### config.mk
export PLATFORM = sky130hd
export DESIGN_NAME = dotc_top
export DESIGN_NICKNAME = d
export VERILOG_FILES = /design/src/shared/dotc_pkg.sv /design/src/core/dotc_top.sv /design/src/core/dotc_delay_line.sv /design/src/core/dotc_hold_check.sv
export SDC_FILE = /design/constraint.sdc
export NUM_CORES = 1
export LEC_CHECK = 0
export BUFFER_PORTS_ARGS = -buffer_cell sky130_fd_sc_hd__buf_2
export CORE_AREA = 2 2 103 105
export CTS_CLUSTER_SIZE = 40
export DETAILED_ROUTE_END_ITERATION = 6
export DIE_AREA = 0 0 105 107
export PLACE_DENSITY_LB_ADDON = 0.3
export SETUP_SLACK_MARGIN = 0.15
export SLEW_MARGIN = 20
export SYNTH_ARGS = -nofsm -noshare
export SYNTH_HDL_FRONTEND = slang
export SYNTH_SLANG_ARGS = --single-unit
### constraint.sdc
create_clock -name i_clk -period 4.7 [get_ports i_clk]
set_input_delay 0.705 -clock i_clk [delete_from_list [all_inputs] [get_ports i_clk]]
set_output_delay 0.705 -clock i_clk [all_outputs]
set_load 0.1 [all_outputs]
### src/shared/dotc_pkg.sv
/*
  dotc_pkg: constants, register map and mode type of the termination timing
  control block. Assumes a single 50 MHz clock standing in for the memory clock.
*/
package dotc_pkg;

  // clock and asynchronous termination figures
  localparam int TCK_PS = 20000;
  localparam int TAONPD_MIN_PS = 2000;
  localparam int TAONPD_MAX_PS = 8500;
  localparam int TAOFPD_MIN_PS = 2000;
  localparam int TAOFPD_MAX_PS = 8500;
  // least times round up, longest times round down, never under one cycle
  localparam int AON_MIN_RAW = (TAONPD_MIN_PS + TCK_PS - 1) / TCK_PS;
  localparam int AOF_MIN_RAW = (TAOFPD_MIN_PS + TCK_PS - 1) / TCK_PS;
  localparam int AON_MAX_RAW = TAONPD_MAX_PS / TCK_PS;
  localparam int AOF_MAX_RAW = TAOFPD_MAX_PS / TCK_PS;
  localparam int AON_MIN_CYC = (AON_MIN_RAW < 1) ? 1 : AON_MIN_RAW;
  localparam int AOF_MIN_CYC = (AOF_MIN_RAW < 1) ? 1 : AOF_MIN_RAW;
  localparam int AON_MAX_CYC = (AON_MAX_RAW < 1) ? 1 : AON_MAX_RAW;
  localparam int AOF_MAX_CYC = (AOF_MAX_RAW < 1) ? 1 : AOF_MAX_RAW;
  // async delay used: earliest legal edge, the two agree here
  localparam int ASYNC_CYC = (AON_MIN_CYC > AOF_MIN_CYC) ? AON_MIN_CYC : AOF_MIN_CYC;

  // hold intervals in clocks
  localparam logic [3:0] HOLD_SHORT = 4'h4;
  localparam logic [3:0] HOLD_LONG = 4'h6;
  // latency offset: odt latency = cwl + al - 2
  localparam logic [4:0] LAT_OFFSET = 5'h02;

  // register map (byte addresses)
  localparam logic [3:0] ADDR_CFG = 4'h0;
  localparam logic [3:0] ADDR_TRFC = 4'h4;
  localparam logic [3:0] ADDR_STAT = 4'h8;
  localparam logic [3:0] ADDR_FLAG = 4'hC;

  // cfg fields
  localparam int CFG_CWL_LSB = 0;
  localparam int CFG_AL_LSB = 4;
  localparam int CFG_NOM_BIT = 8;
  localparam int CFG_WR_BIT = 9;
  localparam int CFG_PDDLL_BIT = 10;
  localparam int CFG_DLLRST_BIT = 11;
  // stat fields
  localparam int STAT_RTT_BIT = 0;
  localparam int STAT_MODE_LSB = 1;
  localparam int STAT_LOCK_BIT = 3;
  localparam int STAT_WIN_BIT = 4;
  localparam int STAT_REF_BIT = 5;
  // flag fields
  localparam int FLAG_HOLD_BIT = 0;

  // reset values
  localparam logic [3:0] RST_CWL = 4'h5;
  localparam logic [3:0] RST_AL = 4'h0;
  localparam logic [7:0] RST_TRFC = 8'h20;
  localparam logic [11:0] RST_DLL_LOCK = 12'h200;

  // termination timing modes
  typedef enum logic [1:0] {
    DOTC_SYNC,
    DOTC_PDE_REF,
    DOTC_ASYNC,
    DOTC_RELOCK
  } dotc_mode_e;

endpackage

### src/core/dotc_top.sv
/*
  dotc_top: on-die termination timing control as seen from the control pin.
  Picks synchronous or asynchronous response, runs the latency pipeline, the
  power-down entry transition and DLL relock, and checks minimum hold times.
  Assumes commands, clock enable and the control pin are synchronous to i_clk.
*/
// Chosen here: the placing of the registers and strobed register access.
// Contract
// - hold measured from first high or write
// - async timing in powerdown with DLL off
// - async timing while DLL relocks after reset
// - async mode ignores additive latency entirely
// - async turn-on between 2 and 8.5 ns; here one clock after the sample, 20 ns
// - async turn-off between 2 and 8.5 ns; here one clock after the sample, 20 ns
// - entry window ends at first clock-enable low
// - anpd equals latency plus one clock
// - refresh in progress extends entry window
// - window turn-on within combined sync/async bounds
// - window turn-off within combined sync/async bounds
// - sync before window, async after window
// - short hold four, long hold six clocks
// - odt latency equals cwl plus al minus two
// - sync on/off follows latency after sample
`timescale 1ns/100ps
module dotc_top #(
  parameter int DEPTH = 16,
  parameter logic [11:0] DLL_LOCK_CYC = dotc_pkg::RST_DLL_LOCK
) (
  // clock and reset
  input wire logic i_clk,
  input wire logic i_sys_rst,
  // memory pins, sampled on the rising edge
  input wire logic i_odt,
  input wire logic i_cke,
  input wire logic i_cmd_write,
  input wire logic i_cmd_bl8,
  input wire logic i_cmd_refresh,
  // register port
  input wire logic [3:0] i_addr,
  input wire logic [31:0] i_wdata,
  input wire logic i_wr,
  input wire logic i_rd,
  output logic [31:0] o_rdata,
  // termination state
  output logic o_rtt_on,
  output logic o_async_mode,
  output logic o_pde_window
);

  // configuration registers
  logic [3:0] cwl_r;
  logic [3:0] al_r;
  logic nom_en_r;
  logic wr_en_r;
  logic pd_dll_on_r;
  logic [7:0] trfc_r;
  logic hold_flag_r;
  logic [31:0] rdata_r;

  // block state
  dotc_pkg::dotc_mode_e mode_r;
  dotc_pkg::dotc_mode_e mode_nxt;
  logic [11:0] lock_cnt_r;
  logic [7:0] ref_cnt_r;
  logic cke_prev_r;
  logic rtt_r;
  logic rtt_nxt;
  logic [DEPTH-1:0] taps;
  logic hold_viol;

  // decode of the register port
  wire wr_cfg = i_wr && (i_addr == dotc_pkg::ADDR_CFG);
  wire wr_trfc = i_wr && (i_addr == dotc_pkg::ADDR_TRFC);
  wire wr_flag = i_wr && (i_addr == dotc_pkg::ADDR_FLAG);
  wire dll_reset = wr_cfg && i_wdata[dotc_pkg::CFG_DLLRST_BIT];
  wire clr_hold = wr_flag && i_wdata[dotc_pkg::FLAG_HOLD_BIT];

  // latency and power-down entry figures
  wire [4:0] wl = {1'b0, cwl_r} + {1'b0, al_r};
  wire [4:0] odt_lat_raw = (wl > dotc_pkg::LAT_OFFSET) ? wl - dotc_pkg::LAT_OFFSET : 5'h00;
  wire [4:0] odt_lat = (odt_lat_raw == 5'h00) ? 5'h01 : odt_lat_raw;
  // on and off latencies are equal, so the larger plus one is this
  wire [5:0] anpd = {1'b0, odt_lat} + 6'h01;

  wire rtt_enabled = nom_en_r | wr_en_r;
  wire dll_locked = (lock_cnt_r == 12'h000);
  wire cke_fell = cke_prev_r & ~i_cke;
  wire ref_busy = (ref_cnt_r != 8'h00);

  // synchronous path: tap holding the sample taken odt_lat edges ago
  wire [4:0] sync_idx = odt_lat - 5'h01;
  wire sync_src = taps[sync_idx[$clog2(DEPTH)-1:0]];
  // async path skips the additive latency and the pipeline depth
  // tap 0 already lags the pin by one edge: taking the raw pin would change
  // termination at the sampling edge itself, sooner than the minimum delay
  wire async_src = taps[dotc_pkg::ASYNC_CYC-1];

  wire async_now = (mode_r == dotc_pkg::DOTC_ASYNC) || (mode_r == dotc_pkg::DOTC_RELOCK);

  // latency pipeline of the control pin
  dotc_delay_line #(
    .DEPTH(DEPTH)
  ) u_delay (
    .i_clk(i_clk),
    .i_sys_rst(i_sys_rst),
    .i_bit(i_odt),
    .o_taps(taps)
  );

  // minimum high time watch, writes only count while control is high
  dotc_hold_check u_hold (
    .i_clk(i_clk),
    .i_sys_rst(i_sys_rst),
    .i_odt(i_odt),
    .i_write(i_cmd_write),
    .i_bl8(i_cmd_bl8),
    .o_violation(hold_viol),
    .o_remaining()
  );

  // mode selection: sync before the window ends, async after it
  always_comb begin
    mode_nxt = mode_r;
    case (mode_r)
      dotc_pkg::DOTC_SYNC: begin
        if (cke_fell && !pd_dll_on_r && rtt_enabled) begin
          // a refresh still running pushes the window end out
          mode_nxt = ref_busy ? dotc_pkg::DOTC_PDE_REF : dotc_pkg::DOTC_ASYNC;
        end
      end
      dotc_pkg::DOTC_PDE_REF: begin
        if (i_cke) begin
          mode_nxt = dotc_pkg::DOTC_SYNC;
        end else if (!ref_busy) begin
          mode_nxt = dotc_pkg::DOTC_ASYNC;
        end
      end
      dotc_pkg::DOTC_ASYNC: begin
        // exit handling kept simple: back to sync once clocks resume
        if (i_cke) begin
          mode_nxt = dotc_pkg::DOTC_SYNC;
        end
      end
      dotc_pkg::DOTC_RELOCK: begin
        if (lock_cnt_r == 12'h001) begin
          mode_nxt = dotc_pkg::DOTC_SYNC;
        end
      end
      default: begin
        mode_nxt = dotc_pkg::DOTC_SYNC;
      end
    endcase
    if (dll_reset) begin
      mode_nxt = dotc_pkg::DOTC_RELOCK;
    end
  end

  // termination follows the path of the current mode; inside the window the
  // sync pipeline still runs, which lies within the combined bounds
  always_comb begin
    if (!rtt_enabled) begin
      rtt_nxt = 1'b0;
    end else if (async_now) begin
      rtt_nxt = async_src;
    end else begin
      rtt_nxt = sync_src;
    end
  end

  // mode, dll lock and refresh counters
  always_ff @(posedge i_clk) begin
    if (i_sys_rst) begin
      mode_r <= dotc_pkg::DOTC_SYNC;
      lock_cnt_r <= 12'h000;
      ref_cnt_r <= 8'h00;
      cke_prev_r <= 1'b1;
    end else begin
      mode_r <= mode_nxt;
      cke_prev_r <= i_cke;
      if (dll_reset) begin
        lock_cnt_r <= DLL_LOCK_CYC;
      end else if (!dll_locked) begin
        lock_cnt_r <= lock_cnt_r - 12'h001;
      end
      if (i_cmd_refresh) begin
        ref_cnt_r <= trfc_r;
      end else if (ref_busy) begin
        ref_cnt_r <= ref_cnt_r - 8'h01;
      end
    end
  end

  // termination output register
  always_ff @(posedge i_clk) begin
    if (i_sys_rst) begin
      rtt_r <= 1'b0;
    end else begin
      rtt_r <= rtt_nxt;
    end
  end

  // configuration writes; the dll reset bit is a pulse, not stored
  always_ff @(posedge i_clk) begin
    if (i_sys_rst) begin
      cwl_r <= dotc_pkg::RST_CWL;
      al_r <= dotc_pkg::RST_AL;
      nom_en_r <= 1'b0;
      wr_en_r <= 1'b0;
      pd_dll_on_r <= 1'b0;
      trfc_r <= dotc_pkg::RST_TRFC;
    end else begin
      if (wr_cfg) begin
        cwl_r <= i_wdata[dotc_pkg::CFG_CWL_LSB +: 4];
        al_r <= i_wdata[dotc_pkg::CFG_AL_LSB +: 4];
        nom_en_r <= i_wdata[dotc_pkg::CFG_NOM_BIT];
        wr_en_r <= i_wdata[dotc_pkg::CFG_WR_BIT];
        pd_dll_on_r <= i_wdata[dotc_pkg::CFG_PDDLL_BIT];
      end
      if (wr_trfc) begin
        trfc_r <= i_wdata[7:0];
      end
    end
  end

  // sticky hold flag: a new violation beats a clear in the same cycle
  always_ff @(posedge i_clk) begin
    if (i_sys_rst) begin
      hold_flag_r <= 1'b0;
    end else if (hold_viol) begin
      hold_flag_r <= 1'b1;
    end else if (clr_hold) begin
      hold_flag_r <= 1'b0;
    end
  end

  // read words
  wire [31:0] cfg_word = {20'h00000, 1'b0, pd_dll_on_r, wr_en_r, nom_en_r, al_r, cwl_r};
  wire [31:0] stat_word = {26'h0000000, ref_busy, o_pde_window, dll_locked, mode_r, rtt_r};
  wire [31:0] flag_word = {31'h00000000, hold_flag_r};
  wire [31:0] trfc_word = {24'h000000, trfc_r};
  wire [31:0] anpd_unused = {26'h0000000, anpd};
  wire [31:0] rd_mux = (i_addr == dotc_pkg::ADDR_CFG) ? cfg_word :
                       (i_addr == dotc_pkg::ADDR_TRFC) ? trfc_word :
                       (i_addr == dotc_pkg::ADDR_STAT) ? (stat_word | (anpd_unused << 8)) :
                       (i_addr == dotc_pkg::ADDR_FLAG) ? flag_word : 32'h00000000;

  // read data stands one cycle after the strobe, zero otherwise
  always_ff @(posedge i_clk) begin
    if (i_sys_rst) begin
      rdata_r <= 32'h00000000;
    end else begin
      rdata_r <= i_rd ? rd_mux : 32'h00000000;
    end
  end

  // outputs
  assign o_rdata = rdata_r;
  assign o_rtt_on = rtt_r;
  assign o_async_mode = async_now;
  // window marker: at cke first low with dll off, or refresh extension
  assign o_pde_window = (mode_r == dotc_pkg::DOTC_PDE_REF) ||
                        (cke_fell && !pd_dll_on_r && rtt_enabled && mode_r == dotc_pkg::DOTC_SYNC);

endmodule

### src/core/dotc_delay_line.sv
/*
  dotc_delay_line: shift register of control samples, one tap per clock.
  Assumes the caller picks the tap; tap 0 holds the sample of the last edge.
*/
`timescale 1ns/100ps
module dotc_delay_line #(
  parameter int DEPTH = 16
) (
  // clock and reset
  input wire logic i_clk,
  input wire logic i_sys_rst,
  // sample in, taps out
  input wire logic i_bit,
  output logic [DEPTH-1:0] o_taps
);

  logic [DEPTH-1:0] taps_r;

  // each stage is one clock older than the one before
  always_ff @(posedge i_clk) begin
    if (i_sys_rst) begin
      taps_r <= '0;
    end else begin
      taps_r <= {taps_r[DEPTH-2:0], i_bit};
    end
  end

  assign o_taps = taps_r;

endmodule

### src/core/dotc_hold_check.sv
/*
  dotc_hold_check: watches the termination control input for its minimum
  high time after assertion and after a write. Assumes commands and the
  control input are sampled on the same rising edge.
*/
`timescale 1ns/100ps
module dotc_hold_check (
  // clock and reset
  input wire logic i_clk,
  input wire logic i_sys_rst,
  // sampled pins
  input wire logic i_odt,
  input wire logic i_write,
  input wire logic i_bl8,
  // result
  output logic o_violation,
  output logic [3:0] o_remaining
);

  logic odt_prev_r;
  logic [3:0] rem_r;
  logic [3:0] rem_nxt;
  logic [3:0] rem_dec;
  logic [3:0] wr_need;
  logic [3:0] rise_need;
  logic rise;

  // edges still owed high after this one
  assign rise = i_odt & ~odt_prev_r;
  assign rem_dec = (rem_r != 4'h0) ? rem_r - 4'h1 : 4'h0;
  assign wr_need = (i_bl8 ? dotc_pkg::HOLD_LONG : dotc_pkg::HOLD_SHORT) - 4'h1;
  assign rise_need = dotc_pkg::HOLD_SHORT - 4'h1;

  // both holds apply at once: keep the longer remainder
  always_comb begin
    rem_nxt = 4'h0;
    if (i_odt) begin
      rem_nxt = rise ? rise_need : rem_dec;
      if (i_write && wr_need > rem_nxt) begin
        rem_nxt = wr_need;
      end
    end
  end

  // low while a hold is still owed is flagged for one cycle
  always_ff @(posedge i_clk) begin
    if (i_sys_rst) begin
      odt_prev_r <= 1'b0;
      rem_r <= 4'h0;
      o_violation <= 1'b0;
    end else begin
      odt_prev_r <= i_odt;
      rem_r <= rem_nxt;
      o_violation <= ~i_odt & (rem_r != 4'h0);
    end
  end

  assign o_remaining = rem_r;

endmodule

# Yosys cells after proc, flatten, opt, wreduce, memory -nomap -nowiden
# Cells that the tools add are included.
[totals]
register_bits = 80
[op_classes]
add_sub_neg = 8
eq_ne = 12
reduce_logical = 26
n_bitwise = 10
order_cmp = 3
n_mux = 27
[ops]
columns = ["cell", "n"]
rows = [
  ["2-to-1 mux 11 bit", 2],
  ["2-to-1 mux 10 bit", 2],
  ["2-to-1 mux 2 bit", 8],
  ["2-to-1 mux 8 bit", 2],
  ["2-to-1 mux 14 bit", 1],
  ["bitwise OR 6 x 14 -> 14 bit", 1],
  ["== test 12 x 1 -> 1 bit, second input constant", 1],
  ["logical NOT 12 bit", 1],
  ["2-to-1 mux 4 bit", 3],
  ["subtractor 12 x 1 -> 12 bit, second input constant", 1],
  ["subtractor 4 x 1 -> 4 bit, second input constant", 3],
  ["2-to-1 mux 5 bit", 2],
  ["logical AND 1 bit", 9],
  ["== test 4 bit, second input constant", 2],
  ["case mux 2 bit (4 select lines)", 1],
  ["nonzero test 8 bit", 1],
  ["OR reduction 2 bit", 4],
  ["subtractor 8 x 1 -> 8 bit, second input constant", 1],
  ["adder 5 x 1 -> 6 bit, second input constant", 1],
  ["!= test 3 bit, second input constant", 2],
  ["adder 4 x 4 -> 5 bit", 1],
  ["greater-than comparator 5 x 2 -> 1 bit, second input constant", 1],
  ["logical NOT 5 bit", 1],
  ["< comparator 4 x 5 -> 1 bit, second input constant", 1],
  ["other kinds (21)", 34],
]

# Logic depth before layout (Yosys ltp)
[logic_depth]
depth_word = 10
ltp_mapped = 16

# Cells and area by module
# From an unflattened synthesis, not the netlist that was laid out.
[unflattened]
hier_cells = 441
area_unflattened_um2 = 3960.0
[by_module_without_submodules]
columns = ["module", "instances", "seq_area_each_um2", "area_each_um2", "cells_per_inst"]
rows = [
  ["dotc_top", 1, 1161.1, 3163.0, 373],
  ["dotc_delay_line", 1, 320.3, 464.2, 33],
  ["dotc_hold_check", 1, 120.1, 332.8, 35],
]

# Least setup slack after synthesis
# Ideal clock, no wire load.
[synth_path]
path_kind = "register to register"
from = "register cwl_r[0]"
to = "register rtt_r (netlist: o_rtt_on)"
arrival_ns = 3.920
path_buffers = 2
setup_slack_ns = 0.653
stages_incl_launch_ff = 15
setup_time_ns = 0.126
cell_sequence = "dfxtp_1 > ha_1 > fa_1 > inv_1 > ha_1 > clkbuf_2 > and3_2 > a221o_4 > inv_4 > ha_1 > dlygate4sd3_1 > xnor2_1 > mux4_1 > a22oi_1 > nand4_1"
[synth_between]
elab_chain_len = 9
elab_cells_between_ends = 10
cone_classes = "add/sub (3); order compare (1); mux (5); reduce/logical (1)"
[synth_rtl]
columns = ["element", "line", "rtl"]
rows = [
  ["start, declared", "dotc_top.sv:51", "logic [3:0] cwl_r;"],
  ["start signal, assigned", "dotc_top.sv:205", "cwl_r <= dotc_pkg::RST_CWL;"],
  ["start signal, assigned", "dotc_top.sv:213", "cwl_r <= i_wdata[dotc_pkg::CFG_CWL_LSB +: 4];"],
  ["adder 4 x 4 -> 5 bit (*)", "dotc_top.sv:79", "wire [4:0] wl = {1'b0, cwl_r} + {1'b0, al_r};"],
  ["subtractor 5 x 2 -> 5 bit or greater-than comparator 5 x 2 -> 1 bit (tied branches)", "dotc_top.sv:80", "wire [4:0] odt_lat_raw = (wl > dotc_pkg::LAT_OFFSET) ? wl - dotc_pkg::LAT_OFFSET : 5'h00;"],
  ["2-to-1 mux 5 bit (*)", "dotc_top.sv:80", ""],
  ["logical NOT 5 bit", "dotc_top.sv:81", "wire [4:0] odt_lat = (odt_lat_raw == 5'h00) ? 5'h01 : odt_lat_raw;"],
  ["2-to-1 mux 5 bit (*)", "dotc_top.sv:81", ""],
  ["subtractor 4 x 1 -> 4 bit (*)", "dotc_top.sv:91", "wire [4:0] sync_idx = odt_lat - 5'h01;"],
  ["binary-select mux 1 bit (select 4 bit) (*)", "dotc_top.sv:92", "wire sync_src = taps[sync_idx[$clog2(DEPTH)-1:0]];"],
  ["2-to-1 mux 1 bit (implied by the code) (*)", "dotc_top.sv:92", ""],
  ["2-to-1 mux 1 bit (*)", "dotc_top.sv:163", "end else if (async_now) begin"],
  ["end signal, assigned", "dotc_top.sv:198", "rtt_r <= rtt_nxt;"],
  ["end, declared", "dotc_top.sv:66", "logic rtt_r;"],
]
# Every way passes the cells marked *; elsewhere a longest branch is shown, timed or not. The select of a mux whose other input is x is not followed.
# A chain may end at the register's enable or synchronous reset.

# Worst setup path after layout
# Same ends and word-level chain as after synthesis.

==> impl_metrics.toml <==
[synthesis]
post_synth_inst_count = 465
synth_seq_area_share_pct = 39.7
synthFlopType = "dfxtp_1"
syn_area_per_cell_um2 = 8.56
synth_top_cell_area_share_pct = 39.7
synth_edf_count = 0
syn_area_um2 = 3980
yosysUniqueCellTypes = 62
yosys_warnings = 0
postSynth.asyncResetShare_pct = 0
ys_top_cells_by_area = "dfxtp_1 40%, nor2_1 6.0%, mux2i_1 5.0%"
yosysTopAreaCell = "dfxtp_1"
synth_seq_cells = 79

[timing]
setup_viol = 0
hold_viol = 0
tns_ps = 0
maxSlewViolCount = 0
fmax_mhz = 259
rsz0062_at_grt = "false"
slew_headroom_pct = 31.8
worst_slack_ps = 837
min_period_ps = 3860
worst_pin_slew_ps = 1020
fin_crit_sh_pct = 82.2
fin_skew_ps = 10.4

[cells_and_area]
n_fill_cell = 1028
drive_above_1_share_pct = 15.1
layout_commonest_cell = "dfxtp_1"
diodes = 0
area_delta_synth_final_pct = 10.2
final_cell_mix = "79 x dfxtp_1, 64 x nor2_1, 42 x nand2_1, 41 x buf_2, 32 x a21oi_1"
num-nets-final = 555

[worst_setup_path]
slowest_stage = "fa_1"
cp.arrival_ps = 4090
cp-startpoint = "cwl_r[0]"
critPathLaunchType = "register"
r2r_start = "cwl_r[0]"
cp.required_ps = 4920
slowest_delay_ps = 650
critPathKind = "register to register"
crit_top_cell = "ha_1"
critPathBufInv = 2
crit_family = "adder cells"
path_max_fanout = 11
worstPathCellList = "ha_1 -> fa_1 -> inv_1 -> ha_1 -> and3_2 -> a221o_4 -> inv_4 -> ha_1 -> xnor2_1 -> mux4_1 -> a22oi_1 -> nand4_1"
end_kind = "register"

[placed_design]
hpwl_mm = 6.30
routabilityCongestion = 0.808
io_buffers = 41
place_ws_ps = 838

[floorplan]
dieArea_um2 = 11200
core_region_area_um2 = 10100
die_h_um = 107
die_w_um = 105
initial_core_util_pct = 39.5
row_count = 37
ios = 80

[pwr]
power_density_nw_per_um2 = 411
irDropWorstVdd_mv = 0.182
leakagePower_nw = 1.77

[detailed_routing]
drc = 0
wl_mm = 8.48
routedWlPerCell_um = 13.3
vias = 3187
ant_nets = 0
routed_via_density = 5.00
drt_iter0_markers = 174
drtPass1Iterations = 5

[clock_tree]
cts_sinks = 79
holdBufCountCts = 0
cts_setup_buffers = 0
path_clk_slew_ps = 80
cts_inserted_buffers = 9
cts_tree = "yes"
htree_levels = 3
clk_latency_ps = 360
post_cts_resized = 0
clockBufferDepth = 2
cts-root-buf = "clkbuf_8"

[grt]
grt_overflow_total = 0
grt_pass1_wl_mm = 13.8
grt_pass1_vias = 2815
grt.total_usage_pct = 15.5
antenna_found_initial = 0
grt_max_degree = 39

[run_status]
outcome = "complete, no violations"

[worst_hold_path]
hp-class = "register to register"
hold_path.startpoint = "u_delay.o_taps[11]"

[flow_run]
cap_viol_max_count = 0
synthesized netlist by cell type, drive strengths merged (7+ instances only):
cell / number
inv: 13
mux2i: 20
nand3: 10
a21oi: 33
clkbuf: 16
nand3b: 7
nand2: 43
nor3: 25
ha: 12
buf: 22
xnor2: 16
o21ai: 11
nor2b: 24
nor2: 64
dfxtp: 79
final timing paths:
| kind | end | slack (ps) | depth (start not counted) |
|---|---|---|---|
| worst max-delay path | o_rtt_on | 840 | 12 |
| worst min-delay path | u_delay.o_taps[12] | 470 | 1 |
| worst min register to register | u_delay.o_taps[12] | 470 | 1 |
| worst max register to register | o_rtt_on | 840 | 12 |
state kept, by name, indices dropped and copies added (netlist names), 2 cells and up:
| register | flops |
|---|---|
| u_delay.o_taps | 16 |
| trfc_r | 8 |
| cwl_r | 4 |
| o_rdata | 14 |
| lock_cnt_r | 12 |
| u_hold.o_remaining | 4 |
| ref_cnt_r | 8 |
| al_r | 4 |
| mode_r | 2 |
power by group:
part / total (mW) / internal (mW) / switching, mW
clock: 0.457 / 0.205 / 0.252
sequential: 0.786 / 0.728 / 0.0577
combinational: 0.562 / 0.214 / 0.348
cells by family after synthesis:
| kind of cell | share of synthesized area (%) |
|---|---|
| buffers and inverters | 6.88 |
| AOI/OAI and AO/OA | 10.9 |
| adders and majority gates | 4.27 |
| muxes | 7.19 |
| and+or+nand+nor | 26.1 |
| xor gates and xnor gates | 4.81 |
| DFF | 39.7 |
| other | 0.0942 |
layer usage:
metal / GRT usage (%) / vias to the layer above / wire length [um]
li1: - / 1627 / -
met1: 22.0 / 1448 / 4250
met2: 22.6 / 99 / 3540
met3: 3.22 / 13 / 527
met4: 7.05 / 0 / 161
met5: 0 / - / 0
through the flow:
stage / util, % / hold WS (ps) / total power [mW] / cells / cell area (um2)
2_1_floorplan: - / 411 / 1.27 / 482 / 4050
3_3_place_gp: 41.8 / 450 / 1.35 / 622 / 4210
3_5_place_dp: 41.8 / 451 / 1.36 / 622 / 4210
4_1_cts: 43.5 / 471 / 1.81 / 638 / 4390
5_1_grt: 43.5 / 484 / 1.92 / 638 / 4390
6_report: 43.5 / 470 / 1.80 / 638 / 4390
cell type report:
| type | count | area [um2] | share of cell area [%] |
|---|---|---|---|
| multi-input cells | 351 | 2190 | 49.9 |
| clock inverters | 5 | 33.8 | 0.770 |
| repair buffers | 43 | 220 | 5.02 |
| clock buffers | 11 | 141 | 3.22 |
| flip-flops and latches | 79 | 1580 | 36.0 |
| well taps | 136 | 170 | 3.88 |
| inverters | 13 | 51.3 | 1.17 |
No activity file was read; power rests on OpenSTA's default activity.
